==> src/abm_pkg.sv <==
/*
 Constants for the audio bus-master channel status block: register
 offsets within a channel, field positions, reset values, FIFO sizes.
 Assumes nothing of its surroundings.
*/
package abm_pkg;
  localparam int          CH_COUNT     = 3;
  localparam int          TX_CH        = 1;
  localparam logic [3:0]  OFF_CUR_IDX  = 4'h4;
  localparam logic [3:0]  OFF_LAST_IDX = 4'h5;
  localparam logic [3:0]  OFF_STATUS   = 4'h6;
  localparam logic [3:0]  OFF_DWORDS   = 4'h8;
  localparam int          IDX_W        = 5;
  localparam int          POS_W        = 16;
  localparam int          SR_FIFO_ERR  = 4;
  localparam int          SR_BUF_DONE  = 3;
  localparam int          SR_LAST_DONE = 2;
  localparam int          SR_AT_LAST   = 1;
  localparam int          SR_HALTED    = 0;
  localparam logic [4:0]  LAST_IDX_RST = 5'h00;
  localparam logic [4:0]  CUR_IDX_RST  = 5'h00;
  localparam logic [15:0] STATUS_RST   = 16'h0001;
  localparam logic [15:0] DWORDS_RST   = 16'h0000;
  localparam logic [1:0]  SZ_BYTE      = 2'h0;
  localparam logic [1:0]  SZ_WORD      = 2'h1;
  localparam logic [1:0]  SZ_DWORD     = 2'h2;
  localparam int          FIFO_W       = 32;
  localparam int          FIFO_AW      = 3;
  localparam int          FIFO_DEPTH   = 8;
endpackage : abm_pkg

==> src/abm_sfifo.sv <==
/*
 Sample FIFO of one channel, memory with registered read data.
 Assumes callers use full/empty; a push when full is dropped and a pop
 when empty leaves the previous sample on the read port.
*/
`timescale 1ns/1ps
module abm_sfifo (
  input  wire logic                      clk_i,
  input  wire logic                      rst_n_i,
  input  wire logic                      ce_i,
  input  wire logic                      push_i,
  input  wire logic [abm_pkg::FIFO_W-1:0] wdata_i,
  input  wire logic                      pop_i,
  output logic      [abm_pkg::FIFO_W-1:0] rdata_o,
  output logic                           full_o,
  output logic                           empty_o
);
  logic [abm_pkg::FIFO_W-1:0]  mem [abm_pkg::FIFO_DEPTH];
  logic [abm_pkg::FIFO_AW-1:0] wptr_reg;
  logic [abm_pkg::FIFO_AW-1:0] rptr_reg;
  logic [abm_pkg::FIFO_AW:0]   cnt_reg;
  logic [abm_pkg::FIFO_AW:0]   cnt_next;
  logic                        push_ok;
  logic                        pop_ok;

  // Overrun: pointers hold and the sample is lost
  assign push_ok = push_i && !full_o; // RULE_07
  assign pop_ok  = pop_i && !empty_o;

  always_comb begin
    cnt_next = cnt_reg;
    if (push_ok && !pop_ok) begin
      cnt_next = cnt_reg + 4'h1;
    end else if (pop_ok && !push_ok) begin
      cnt_next = cnt_reg - 4'h1;
    end
  end

  always_ff @(posedge clk_i) begin
    if (ce_i && push_ok) begin
      mem[wptr_reg] <= wdata_i;
    end
  end

  always_ff @(posedge clk_i or negedge rst_n_i) begin
    if (!rst_n_i) begin
      wptr_reg <= 3'h0;
      rptr_reg <= 3'h0;
      cnt_reg  <= 4'h0;
      full_o   <= 1'b0;
      empty_o  <= 1'b1;
    end else if (ce_i) begin
      if (push_ok) begin
        wptr_reg <= wptr_reg + 3'h1;
      end
      if (pop_ok) begin
        rptr_reg <= rptr_reg + 3'h1;
      end
      cnt_reg <= cnt_next;
      full_o  <= (cnt_next == 4'h8);
      empty_o <= (cnt_next == 4'h0);
    end
  end

  // Under-run keeps the last valid sample on the port for replay
  always_ff @(posedge clk_i or negedge rst_n_i) begin
    if (!rst_n_i) begin
      rdata_o <= 32'h0000_0000;
    end else if (ce_i && pop_ok) begin // RULE_08
      rdata_o <= mem[rptr_reg];
    end
  end
endmodule : abm_sfifo

==> src/abm_pos.sv <==
/*
 Count of DWords left in the current buffer of one channel.
 Assumes one dec_i pulse per DWord moved on the memory side.
*/
`timescale 1ns/1ps
module abm_pos (
  input  wire logic        clk_i,
  input  wire logic        rst_n_i,
  input  wire logic        ce_i,
  input  wire logic        load_i,
  input  wire logic [15:0] len_i,
  input  wire logic        dec_i,
  output logic      [15:0] count_o,
  output logic             done_o
);
  // Final DWord of the buffer is moved in this cycle
  assign done_o = ce_i && dec_i && !load_i && (count_o == 16'h0001);

  always_ff @(posedge clk_i or negedge rst_n_i) begin
    if (!rst_n_i) begin
      count_o <= abm_pkg::DWORDS_RST;
    end else if (ce_i) begin
      if (load_i) begin
        count_o <= len_i;
      end else if (dec_i && count_o != 16'h0000) begin // RULE_17
        count_o <= count_o - 16'h0001; // RULE_16
      end
    end
  end
endmodule : abm_pos

==> src/abm_channel_status.sv <==
/*
 Status and progress of the three audio bus-master channels (PCM in,
 PCM out, mic in): last valid index, current index, status flags,
 DWords left in the buffer, plus each channel's sample FIFO.
 Assumes an I/O port with byte addresses 00h-2Fh, accesses of 8, 16 or
 32 bits naturally aligned, data in the low lanes; a DMA engine that
 loads descriptors and reports every DWord moved to or from memory.
*/
// Function
// RULE_01: Last valid index is 5 bits; bits 7:5 read zero.
// RULE_02: Software rewrites last valid index whenever it appends a buffer.
// RULE_03: 32-bit read at 04h gives indices and status; byte at 05h gives it.
// RULE_04: Status is readable alone by a 16-bit read at 06h.
// RULE_05: Status resets to 0001h; bits 15:5 are reserved and read zero.
// RULE_06: FIFO error bit 4 sets on under/overrun while more buffers remain.
// RULE_07: Receive overrun holds FIFO pointers and drops the arriving sample.
// RULE_08: Transmit under-run resends the most recent valid sample.
// RULE_09: Event flags clear only by writing one; zero leaves them.
// RULE_10: Buffer done bit 3 sets after last sample if descriptor asks.
// RULE_11: Last buffer bit 2 sets and raises enabled interrupt until cleared.
// RULE_12: Transmit sets it on fetch; receive after data reaches memory.
// RULE_13: Bit 1 holds while current equals last and that buffer is done.
// RULE_14: Bit 1 clears itself when a new last valid index is written.
// RULE_15: Bit 0 shows halt by run bit cleared or last buffer finished.
// RULE_16: Position counts DWords of current buffer not yet moved in memory.
// RULE_17: Position ignores how many samples crossed the codec link.
// RULE_18: Three channel copies, sixteen bytes apart: 05h, 15h, 25h.
// RULE_19: Current index advances per descriptor and wraps after 31.
// RULE_20: Descriptor list holds 32 entries; indices are modulo 32.
// RULE_21: Run bit starts transfers; clearing it pauses keeping state.
// RULE_22: Last buffer interrupt enable gates only the interrupt.
// RULE_23: Stop fetching after last buffer; resume at next on new index. The code advances the index only if the run bit is set at that write.
`timescale 1ns/1ps
module abm_channel_status (
  input  wire logic        clk_i,
  input  wire logic        rst_n_i,
  input  wire logic        ce_i,
  input  wire logic [5:0]  io_addr_i,
  input  wire logic [1:0]  io_size_i,
  input  wire logic        io_rd_i,
  input  wire logic        io_wr_i,
  input  wire logic [31:0] io_wdata_i,
  output logic      [31:0] io_rdata_o,
  output logic             io_rvalid_o,
  input  wire logic [2:0]  run_i,
  input  wire logic [2:0]  last_irq_en_i,
  input  wire logic [2:0]  desc_load_i,
  input  wire logic [47:0] desc_len_i,
  input  wire logic [2:0]  desc_ioc_i,
  input  wire logic [2:0]  mem_dword_i,
  input  wire logic [2:0]  fifo_push_i,
  input  wire logic [95:0] fifo_wdata_i,
  input  wire logic [2:0]  fifo_pop_i,
  output logic      [95:0] fifo_rdata_o,
  output logic      [2:0]  fifo_full_o,
  output logic      [2:0]  fifo_empty_o,
  output logic      [2:0]  fetch_en_o,
  output logic      [2:0]  last_irq_o
);
  logic [4:0]  civ_reg  [abm_pkg::CH_COUNT];
  logic [4:0]  lvi_reg  [abm_pkg::CH_COUNT];
  logic [15:0] sr_val   [abm_pkg::CH_COUNT];
  logic [15:0] pos_val  [abm_pkg::CH_COUNT];
  logic [3:0]  io_off;
  logic [1:0]  io_ch;
  logic [31:0] rd_word;

  assign io_off = io_addr_i[3:0];
  assign io_ch  = io_addr_i[5:4];

  // Number of bytes covered by an access of the given size
  function automatic logic [2:0] acc_len(input logic [1:0] sz);
    unique case (sz)
      abm_pkg::SZ_BYTE:  acc_len = 3'h1;
      abm_pkg::SZ_WORD:  acc_len = 3'h2;
      abm_pkg::SZ_DWORD: acc_len = 3'h4;
      default:           acc_len = 3'h0;
    endcase
  endfunction : acc_len

  // True when byte offset t lies inside the access at base of size sz
  function automatic logic acc_hit(input logic [3:0] base,
                                   input logic [1:0] sz,
                                   input logic [3:0] t);
    logic [4:0] top;
    top     = {1'b0, base} + {2'h0, acc_len(sz)};
    acc_hit = (t >= base) && ({1'b0, t} < top);
  endfunction : acc_hit

  // Write data byte that lands on offset t
  function automatic logic [7:0] wr_byte(input logic [3:0]  base,
                                         input logic [3:0]  t,
                                         input logic [31:0] d);
    logic [1:0] lane;
    lane    = 2'(t - base);
    wr_byte = d[8*lane +: 8];
  endfunction : wr_byte

  genvar g;
  generate
    for (g = 0; g < abm_pkg::CH_COUNT; g++) begin : g_ch
      localparam bit IS_TX = (g == abm_pkg::TX_CH);
      logic       sel_wr;
      logic       lvi_we;
      logic [7:0] lvi_byte;
      logic [7:0] clr_byte;
      logic       sr_we;
      logic       buf_done;
      logic       last_done;
      logic       last_evt;
      logic       more_valid;
      logic       err_evt;
      logic       resume;
      logic       current_at_last_state_next;
      logic       lb_next;
      logic       ioc_reg;
      logic       fe_reg;
      logic       bd_reg;
      logic       lb_reg;
      logic       current_at_last_state_reg;
      logic       halt_reg;
      logic       fifo_full;
      logic       fifo_empty;

      // Channel blocks repeat every sixteen bytes
      assign sel_wr   = io_wr_i && (io_ch == 2'(g)); // RULE_18
      assign lvi_we   = sel_wr &&
                        acc_hit(io_off, io_size_i, abm_pkg::OFF_LAST_IDX);
      assign lvi_byte = wr_byte(io_off, abm_pkg::OFF_LAST_IDX, io_wdata_i);
      assign sr_we    = sel_wr &&
                        acc_hit(io_off, io_size_i, abm_pkg::OFF_STATUS);
      assign clr_byte = sr_we ?
                        wr_byte(io_off, abm_pkg::OFF_STATUS, io_wdata_i) :
                        8'h00;

      assign more_valid = (civ_reg[g] != lvi_reg[g]);
      assign last_done  = buf_done && !more_valid;
      // Transmit marks the last buffer when fetched, receive when written
      assign last_evt   = IS_TX ? (ce_i && desc_load_i[g] && !more_valid)
                                : last_done; // RULE_12
      // Only the direction's own hazard counts: overrun in, under-run out
      assign err_evt    = ce_i && more_valid &&
                          (IS_TX ? (fifo_pop_i[g] && fifo_empty)
                                 : (fifo_push_i[g] && fifo_full)); // RULE_06
      // Software moved the last index while the running channel sat at the end
      assign resume     = lvi_we && current_at_last_state_reg && run_i[g]; // RULE_23

      // Set wins over a clear arriving in the same cycle
      assign current_at_last_state_next = last_done || (current_at_last_state_reg && !lvi_we); // RULE_13
      assign lb_next   = last_evt ||
                         (lb_reg && !clr_byte[abm_pkg::SR_LAST_DONE]);

      abm_pos u_pos (
        .clk_i   (clk_i),
        .rst_n_i (rst_n_i),
        .ce_i    (ce_i),
        .load_i  (desc_load_i[g]),
        .len_i   (desc_len_i[16*g +: 16]),
        .dec_i   (mem_dword_i[g]),
        .count_o (pos_val[g]),
        .done_o  (buf_done)
      );

      abm_sfifo u_fifo (
        .clk_i   (clk_i),
        .rst_n_i (rst_n_i),
        .ce_i    (ce_i),
        .push_i  (fifo_push_i[g]),
        .wdata_i (fifo_wdata_i[32*g +: 32]),
        .pop_i   (fifo_pop_i[g]),
        .rdata_o (fifo_rdata_o[32*g +: 32]),
        .full_o  (fifo_full),
        .empty_o (fifo_empty)
      );

      assign fifo_full_o[g]  = fifo_full;
      assign fifo_empty_o[g] = fifo_empty;

      always_ff @(posedge clk_i or negedge rst_n_i) begin
        if (!rst_n_i) begin
          lvi_reg[g] <= abm_pkg::LAST_IDX_RST;
        end else if (ce_i && lvi_we) begin
          lvi_reg[g] <= lvi_byte[4:0]; // RULE_01
        end
      end

      // Index is 5 bits, so the increment wraps from 31 to 0
      always_ff @(posedge clk_i or negedge rst_n_i) begin
        if (!rst_n_i) begin
          civ_reg[g] <= abm_pkg::CUR_IDX_RST;
        end else if (ce_i) begin
          if (resume || (buf_done && more_valid)) begin
            civ_reg[g] <= civ_reg[g] + 5'h01; // RULE_19 RULE_20
          end
        end
      end

      always_ff @(posedge clk_i or negedge rst_n_i) begin
        if (!rst_n_i) begin
          ioc_reg <= 1'b0;
        end else if (ce_i && desc_load_i[g]) begin
          ioc_reg <= desc_ioc_i[g];
        end
      end

      always_ff @(posedge clk_i or negedge rst_n_i) begin
        if (!rst_n_i) begin
          fe_reg <= abm_pkg::STATUS_RST[abm_pkg::SR_FIFO_ERR];
          bd_reg <= abm_pkg::STATUS_RST[abm_pkg::SR_BUF_DONE];
          lb_reg <= abm_pkg::STATUS_RST[abm_pkg::SR_LAST_DONE];
        end else if (ce_i) begin
          fe_reg <= err_evt ||
                    (fe_reg && !clr_byte[abm_pkg::SR_FIFO_ERR]); // RULE_09
          bd_reg <= (buf_done && ioc_reg) ||
                    (bd_reg && !clr_byte[abm_pkg::SR_BUF_DONE]); // RULE_10
          lb_reg <= lb_next; // RULE_11
        end
      end

      always_ff @(posedge clk_i or negedge rst_n_i) begin
        if (!rst_n_i) begin
          current_at_last_state_reg <= abm_pkg::STATUS_RST[abm_pkg::SR_AT_LAST];
          halt_reg <= abm_pkg::STATUS_RST[abm_pkg::SR_HALTED];
        end else if (ce_i) begin
          current_at_last_state_reg <= current_at_last_state_next; // RULE_14
          // Paused channels keep every index and count intact
          halt_reg <= !run_i[g] || current_at_last_state_next; // RULE_15 RULE_21
        end
      end

      // Interrupt follows the flag, so clearing the flag drops it
      always_ff @(posedge clk_i or negedge rst_n_i) begin
        if (!rst_n_i) begin
          fetch_en_o[g] <= 1'b0;
          last_irq_o[g] <= 1'b0;
        end else if (ce_i) begin
          fetch_en_o[g] <= run_i[g] && !current_at_last_state_next; // RULE_23 RULE_21
          last_irq_o[g] <= lb_next && last_irq_en_i[g]; // RULE_22 RULE_11
        end
      end

      assign sr_val[g] = {11'h000, fe_reg, bd_reg, lb_reg,
                          current_at_last_state_reg, halt_reg}; // RULE_05
    end
  endgenerate

  // Byte image of one channel block; unlisted offsets read zero
  function automatic logic [7:0] img_byte(input logic [4:0]  current_descriptor_index,
                                          input logic [4:0]  last_valid_index,
                                          input logic [15:0] sr,
                                          input logic [15:0] pos,
                                          input logic [3:0]  t);
    unique case (t)
      abm_pkg::OFF_CUR_IDX:        img_byte = {3'h0, current_descriptor_index};
      abm_pkg::OFF_LAST_IDX:       img_byte = {3'h0, last_valid_index}; // RULE_01
      abm_pkg::OFF_STATUS:         img_byte = sr[7:0];
      abm_pkg::OFF_STATUS + 4'h1:  img_byte = sr[15:8];
      abm_pkg::OFF_DWORDS:         img_byte = pos[7:0];
      abm_pkg::OFF_DWORDS + 4'h1:  img_byte = pos[15:8];
      default:                     img_byte = 8'h00;
    endcase
  endfunction : img_byte

  // Each lane reads the byte at its own offset, so 32 bits at 04h give
  // both indices and status, 8 bits at 05h the last index alone
  always_comb begin
    rd_word = 32'h0000_0000;
    for (int k = 0; k < 4; k++) begin
      if (io_ch != 2'h3 && 3'(k) < acc_len(io_size_i)) begin
        rd_word[8*k +: 8] = img_byte(civ_reg[io_ch], lvi_reg[io_ch],
                                     sr_val[io_ch], pos_val[io_ch],
                                     4'(io_off + 4'(k))); // RULE_03 RULE_04
      end
    end
  end

  always_ff @(posedge clk_i or negedge rst_n_i) begin
    if (!rst_n_i) begin
      io_rdata_o  <= 32'h0000_0000;
      io_rvalid_o <= 1'b0;
    end else if (ce_i) begin
      io_rvalid_o <= io_rd_i;
      if (io_rd_i) begin
        io_rdata_o <= rd_word;
      end
    end
  end
endmodule : abm_channel_status

==> config.mk <==
export PLATFORM = sky130hd
export DESIGN_NAME = abm_channel_status
export DESIGN_NICKNAME = d
export VERILOG_FILES = /design/src/abm_pkg.sv /design/src/abm_sfifo.sv /design/src/abm_pos.sv /design/src/abm_channel_status.sv
export SDC_FILE = /design/constraint.sdc
export NUM_CORES = 1
export LEC_CHECK = 0
export ABC_AREA = 1
export BUFFER_PORTS_ARGS = -buffer_cell sky130_fd_sc_hd__buf_2
export CAP_MARGIN = 30
export CORE_MARGIN = 3
export CORE_UTILIZATION = 60
export CTS_BUF_LIST = sky130_fd_sc_hd__clkbuf_2
export DETAILED_ROUTE_END_ITERATION = 10
export GPL_ROUTABILITY_DRIVEN = 0
export MAX_ROUTING_LAYER = met4
export PLACE_DENSITY_LB_ADDON = 0.25
export SETUP_SLACK_MARGIN = 0.5
export SLEW_MARGIN = 20
export SYNTH_ARGS = -nofsm -noshare
export SYNTH_HDL_FRONTEND = slang
export SYNTH_SLANG_ARGS = --single-unit
export TNS_END_PERCENT = 5
==> constraint.sdc <==
create_clock -name clk_i -period 3.5 [get_ports clk_i]
set_input_delay 0 -clock clk_i [delete_from_list [all_inputs] [get_ports clk_i]]
set_output_delay 0 -clock clk_i [all_outputs]
set_load 0.005 [all_outputs]
==> results of run 1 <==
[routing by layer]
| metal | global-route usage (%) |
|---|---|
| met5 | - |
| met3 | 10.2 |
| met2 | 56.8 |
| met1 | 42.2 |
| met4 | 20.2 |
[kinds of logic after synthesis]
family / count (synthesis) / synth area share (%)
and+or+nand+nor: 1468 / 13.7
DFF: 1035 / 67.7
AOI/OAI and AO/OA: 823 / 11.6
buffers and inverters: 386 / 3.56
muxes: 58 / 1.33
xor gates and xnor gates: 48 / 0.974
adders and majority gates: 39 / 1.13
[repair_timing]
action,CTS,global route
resized for setup,0,26
hold buffers,680,3
setup endpoints to repair,0,47
endpoints found under the hold margin,2070,11
[through the flow]
stage / setup WS, ns / instance area [µm²] / hold slack [ns]
floorplan: 0.620 / 43900 / -0.296
global placement: 0.983 / 46900 / 0.0971
detailed placement: 0.903 / 47000 / 0.0967
CTS: 0.542 / 56100 / 0.00736
global route: 0.148 / 56200 / 0.0296
==> impl_metrics.py, run 1 <==
metrics = {
    "synth": {
        "synth_nets": 4106,
        "yosysMostFrequentCell": "edfxtp_1",
        "synth.distinct_cells": 52,
        "synth_ff_type": "edfxtp_1",
        "seq_area_frac_synth_pct": 67.7,
        "async_reset_ff_share_pct": 25.8,
        "syn_avg_cell_area_um2": 11.4,
        "synth_edf_count": 768,
        "synth_top_area_cell": "edfxtp_1",
        "yosysWarnings": 0,
        "syn_area_mm2": 0.0439,
        "synthTopCellsByCount": "edfxtp_1 (768), nand2_1 (733), nor2_1 (467), o21ai_0 (460), dfrtp_1 (261)",
        "synth_seq_cells": 1035,
        "ys_top_cells_by_area": "edfxtp_1 (52%), dfrtp_1 (15%), nand2_1 (6.3%)",
        "synthCells": 3857,
        "synth_top_cell_area_share_pct": 52.5,
    },
    "cts": {
        "clock-sinks": 1035,
        "post_cts_buffers": 0,
        "clockBufferDepth": 3,
        "htreeDepth": 4,
        "cts_root_buffer": "clkbuf_2",
        "cts_buffers": 240,
    },
    "placement": {
        "placedCellCount": 5001,
        "numPortBuffers": 338,
        "place_hpwl_um": 65800,
    },
    "floorplan": {
        "ios": 351,
        "fp.dieH_um": 277,
        "rows": 98,
        "start_util_pct": 61.0,
        "die_x_um": 277,
    },
    "grt": {
        "grt_pass1_vias": 38659,
        "grt_max_degree": 131,
        "grt_pass1_wl_um": 211000,
        "track_usage_pct": 36.1,
        "antenna_found_initial": 11,
        "grt-ovfl-total": 0,
    },
    "outcome": {
        "status": "did not finish",
        "haltStage": "5_2_route",
        "tool.error": "[ERROR DRT-0255] Maze Route cannot find path of net desc_len_i[40] in worker of routeBox ( 241500 193200 ) ( 276610 241500 ).",
    },
    "sta": {
        "postGrtWorstEndpoint": "fetch_en_o[2]$_DFFE_PN0P_/D",
        "endpoint_type": "register input",
    },
}
==> run 2: changes to the inputs <==
--- a/config.mk
+++ b/config.mk
@@ -9,13 +9,10 @@
 export BUFFER_PORTS_ARGS = -buffer_cell sky130_fd_sc_hd__buf_2
 export CAP_MARGIN = 30
 export CORE_MARGIN = 3
-export CORE_UTILIZATION = 60
-export CTS_BUF_LIST = sky130_fd_sc_hd__clkbuf_2
+export CORE_UTILIZATION = 40
 export DETAILED_ROUTE_END_ITERATION = 10
 export GPL_ROUTABILITY_DRIVEN = 0
-export MAX_ROUTING_LAYER = met4
-export PLACE_DENSITY_LB_ADDON = 0.25
-export SETUP_SLACK_MARGIN = 0.5
+export PLACE_DENSITY_LB_ADDON = 0.15
 export SLEW_MARGIN = 20
 export SYNTH_ARGS = -nofsm -noshare
 export SYNTH_HDL_FRONTEND = slang
==> impl_metrics.py, run 2 <==
metrics = {
    "synth": {
        "syn_area_mm2": 0.0439,
        "seq_area_frac_synth_pct": 67.7,
        "synth_ff_type": "edfxtp_1",
        "ys_top_cells_by_area": "edfxtp_1 (52%), dfrtp_1 (15%), nand2_1 (6.3%)",
        "synth_top_cell_area_share_pct": 52.5,
        "synth_seq_cells": 1035,
        "synthCells": 3857,
        "synth_nets": 4106,
        "yosysWarnings": 0,
        "yosysMostFrequentCell": "edfxtp_1",
        "synth.distinct_cells": 52,
        "syn_avg_cell_area_um2": 11.4,
        "synth_edf_count": 768,
        "synth_top_area_cell": "edfxtp_1",
        "async_reset_ff_share_pct": 25.8,
        "synthTopCellsByCount": "edfxtp_1 (768), nand2_1 (733), nor2_1 (467), o21ai_0 (460), dfrtp_1 (261)",
    },
    "grt": {
        "grt_max_degree": 94,
        "track_usage_pct": 21.3,
        "grt-ovfl-total": 0,
        "grt_pass1_vias": 30580,
        "antenna_found_initial": 6,
        "grt_pass1_wl_um": 186000,
    },
    "cells_and_area": {
        "layout_commonest_cell": "edfxtp_1",
        "regMostFlops": "g_ch.u_fifo.mem",
        "final_cell_mix": "edfxtp_1 (768), nand2_1 (733), o21ai_0 (460)",
        "reg_top3": "g_ch.u_fifo.mem (768), g_ch.u_fifo.rdata_o (96), g_ch.u_pos.count_o (48)",
        "largest_reg_flops": 768,
        "layout-drive-gt1-share_pct": 14.8,
        "final_nets": 4665,
        "syn_to_final_growth_pct": 22.3,
        "fin_util_pct": 49.7,
    },
    "cts": {
        "cts_tree": "done",
        "htreeDepth": 3,
        "clkTransAtPathRegs_ns": 0.06,
        "cts_root_buffer": "clkbuf_16",
        "clockBufferDepth": 3,
        "cts_buffers": 112,
        "clk_latency_ns": 0.70,
        "clock-sinks": 1035,
    },
    "sta": {
        "min_period_ns": 3.12,
        "fin_skew_ns": 0.0354,
        "timing.slew.headroom_pct": 33.7,
        "finalHoldViolCount": 0,
        "rsz0062_at_grt": "false",
        "setup_viol": 0,
        "final.period_utilization_pct": 89.1,
        "fmax_mhz": 321,
        "slew_viol_final": 0,
        "fin_tns_setup_ns": 0,
        "worst_slew_pin_slew_ns": 0.995,
    },
    "critical_path": {
        "cp-end-kind": "flip-flop",
        "crit_fanout": 26,
        "cpPeakStageDelay_ns": 0.56,
        "crit_type": "reg -> reg",
        "worst_ep_arrival_time_ns": 3.75,
        "path_cells": "inv_1 > ha_1 > nand2_1 > nor2_1 > nand2_1 > nand3_1 > nand2_4 > o21ai_0 > nor2_1 > dlygate4sd3_1 > a21oi_1 > dlygate4sd3_1",
        "cp_slowest_cell": "dlygate4sd3_1",
        "worst_setup_path_start_kind": "flip-flop",
        "cp.required_ns": 4.14,
    },
    "pwr": {
        "leakage_nw": 20.9,
        "seq_power_share_pct": 42.5,
        "p_int_w": 0.0252,
        "switchingPower_w": 0.0125,
        "pwr_density_cell_mw_per_mm2": 701,
        "combPwrFrac_pct": 26.2,
        "switching_share_pct": 33.2,
        "total_power_w": 0.0377,
        "clockPowerShare_pct": 31.3,
        "peakVddDrop_mv": 0.696,
    },
    "routing": {
        "wl_per_cell_um": 20.9,
        "wirelength_um": 124000,
        "drt-pass1-iter-count": 6,
        "ant_nets": 0,
        "viasPerCell": 5.31,
        "drc": 0,
        "drt_iter0_markers": 2147,
        "vias": 31461,
    },
    "job": {
        "drv_cap": 0,
    },
    "floorplan": {
        "start_util_pct": 40.6,
        "core_area_mm2": 0.108,
        "dieArea_mm2": 0.114,
        "ios": 351,
        "fp.dieH_um": 337,
        "die_x_um": 337,
        "rows": 120,
    },
    "placement": {
        "place_hpwl_um": 72600,
        "numPortBuffers": 338,
    },
    "hold_path": {
        "hp-class": "in -> reg",
    },
    "outcome": {
        "status": "completed",
    },
}
run 2: area by class of cell:
cell class              count  area, µm²
clock inverters            49        536
clock buffers             164       3160
inverters                 177        669
diodes                      5       12.5
multi-input cells        2436      12800
fillers                  9661      54400
repair buffers            654       5020
well taps                1403       1760
flip-flops and latches   1035      29800
run 2: kinds of logic (layout without fill, tap and decap cells):
kind of cell	count (synthesis)	count (layout)	share of synthesized area (%)
XOR/XNOR	48	48	0.974
multiplexers	58	58	1.33
AO/OA/AOI/OAI	823	823	11.6
buffers and inverters	386	1044	3.56
adder cells (fa/ha/maj)	39	39	1.13
AND/OR/NAND/NOR	1468	1468	13.7
flip-flops	1035	1035	67.7
other	0	5	0
run 2: final timing paths:
kind / from / endpoint / slack, ns / depth (start not counted)
min: mem_dword_i[2] / g_ch[2].u_pos.count_o[4] / 0.09 / 6
min reg2reg: g_ch[2].u_fifo.rdata_o[10] / g_ch[2].u_fifo.rdata_o[10] / 0.47 / 2
max in group asynchronous: rst_n_i / g_ch[0].halt_reg / 2.49 / 4
max: g_ch[1].u_pos.count_o[0] / g_ch[1].u_pos.count_o[8] / 0.38 / 12
max reg2reg: g_ch[1].u_pos.count_o[0] / g_ch[1].u_pos.count_o[8] / 0.38 / 12
min in group asynchronous: rst_n_i / g_ch[1].u_fifo.empty_o / 0.53 / 3
run 2: repair_timing:
action | CTS | global route
resized for setup | 0 | 1
hold buffers | 246 | 0
setup endpoints to repair | 0 | 1
buffers inserted | 0 | 0
endpoints found under the hold margin | 1179 | 0
run 2: worst max-delay path: cells and delay by family (launching register included):
kind | cells | cell delay, ns
and+or+nand+nor | 6 | 0.87
buffers and inverters | 3 | 1.31
DFF | 1 | 0.39
adders and majority gates | 1 | 0.22
AOI/OAI and AO/OA | 2 | 0.28
run 2: power by group through the flow:
| stage | logic, W | registers [W] | clock network [W] |
|---|---|---|---|
| after floorplan | 0.00623 | 0.0158 | 0 |
| after global placement | 0.00954 | 0.0162 | 0 |
| after detailed placement | 0.00965 | 0.0162 | 0 |
| after CTS | 0.00998 | 0.0160 | 0.0121 |
| after global routing | 0.0110 | 0.0162 | 0.0126 |
| final | 0.00988 | 0.0160 | 0.0118 |
run 2: layer usage:
metal / global-route usage (%) / vias up / share of wire, %
met4: 5.68 / 2 / 2.2
li1: - / 14932 / -
met1: 29.8 / 15527 / 45
met3: 3.50 / 192 / 5.2
met5: 0 / - / 0.013
met2: 34.4 / 808 / 47
run 2: per-stage QoR:
| step | hold slack (ns) | cells | instance area, µm² | worst slack [ns] |
|---|---|---|---|---|
| floorplan | -0.296 | 3857 | 43900 | 0.620 |
| global placement | 0.0375 | 5458 | 47500 | 0.941 |
| detailed placement | 0.0298 | 5459 | 47600 | 0.941 |
| CTS | 0.0199 | 5918 | 53700 | 0.266 |
| global route | 0.0869 | 5919 | 53700 | 0.146 |
| finish | 0.0905 | 5923 | 53700 | 0.382 |
Power figures use the tool's default switching activity.
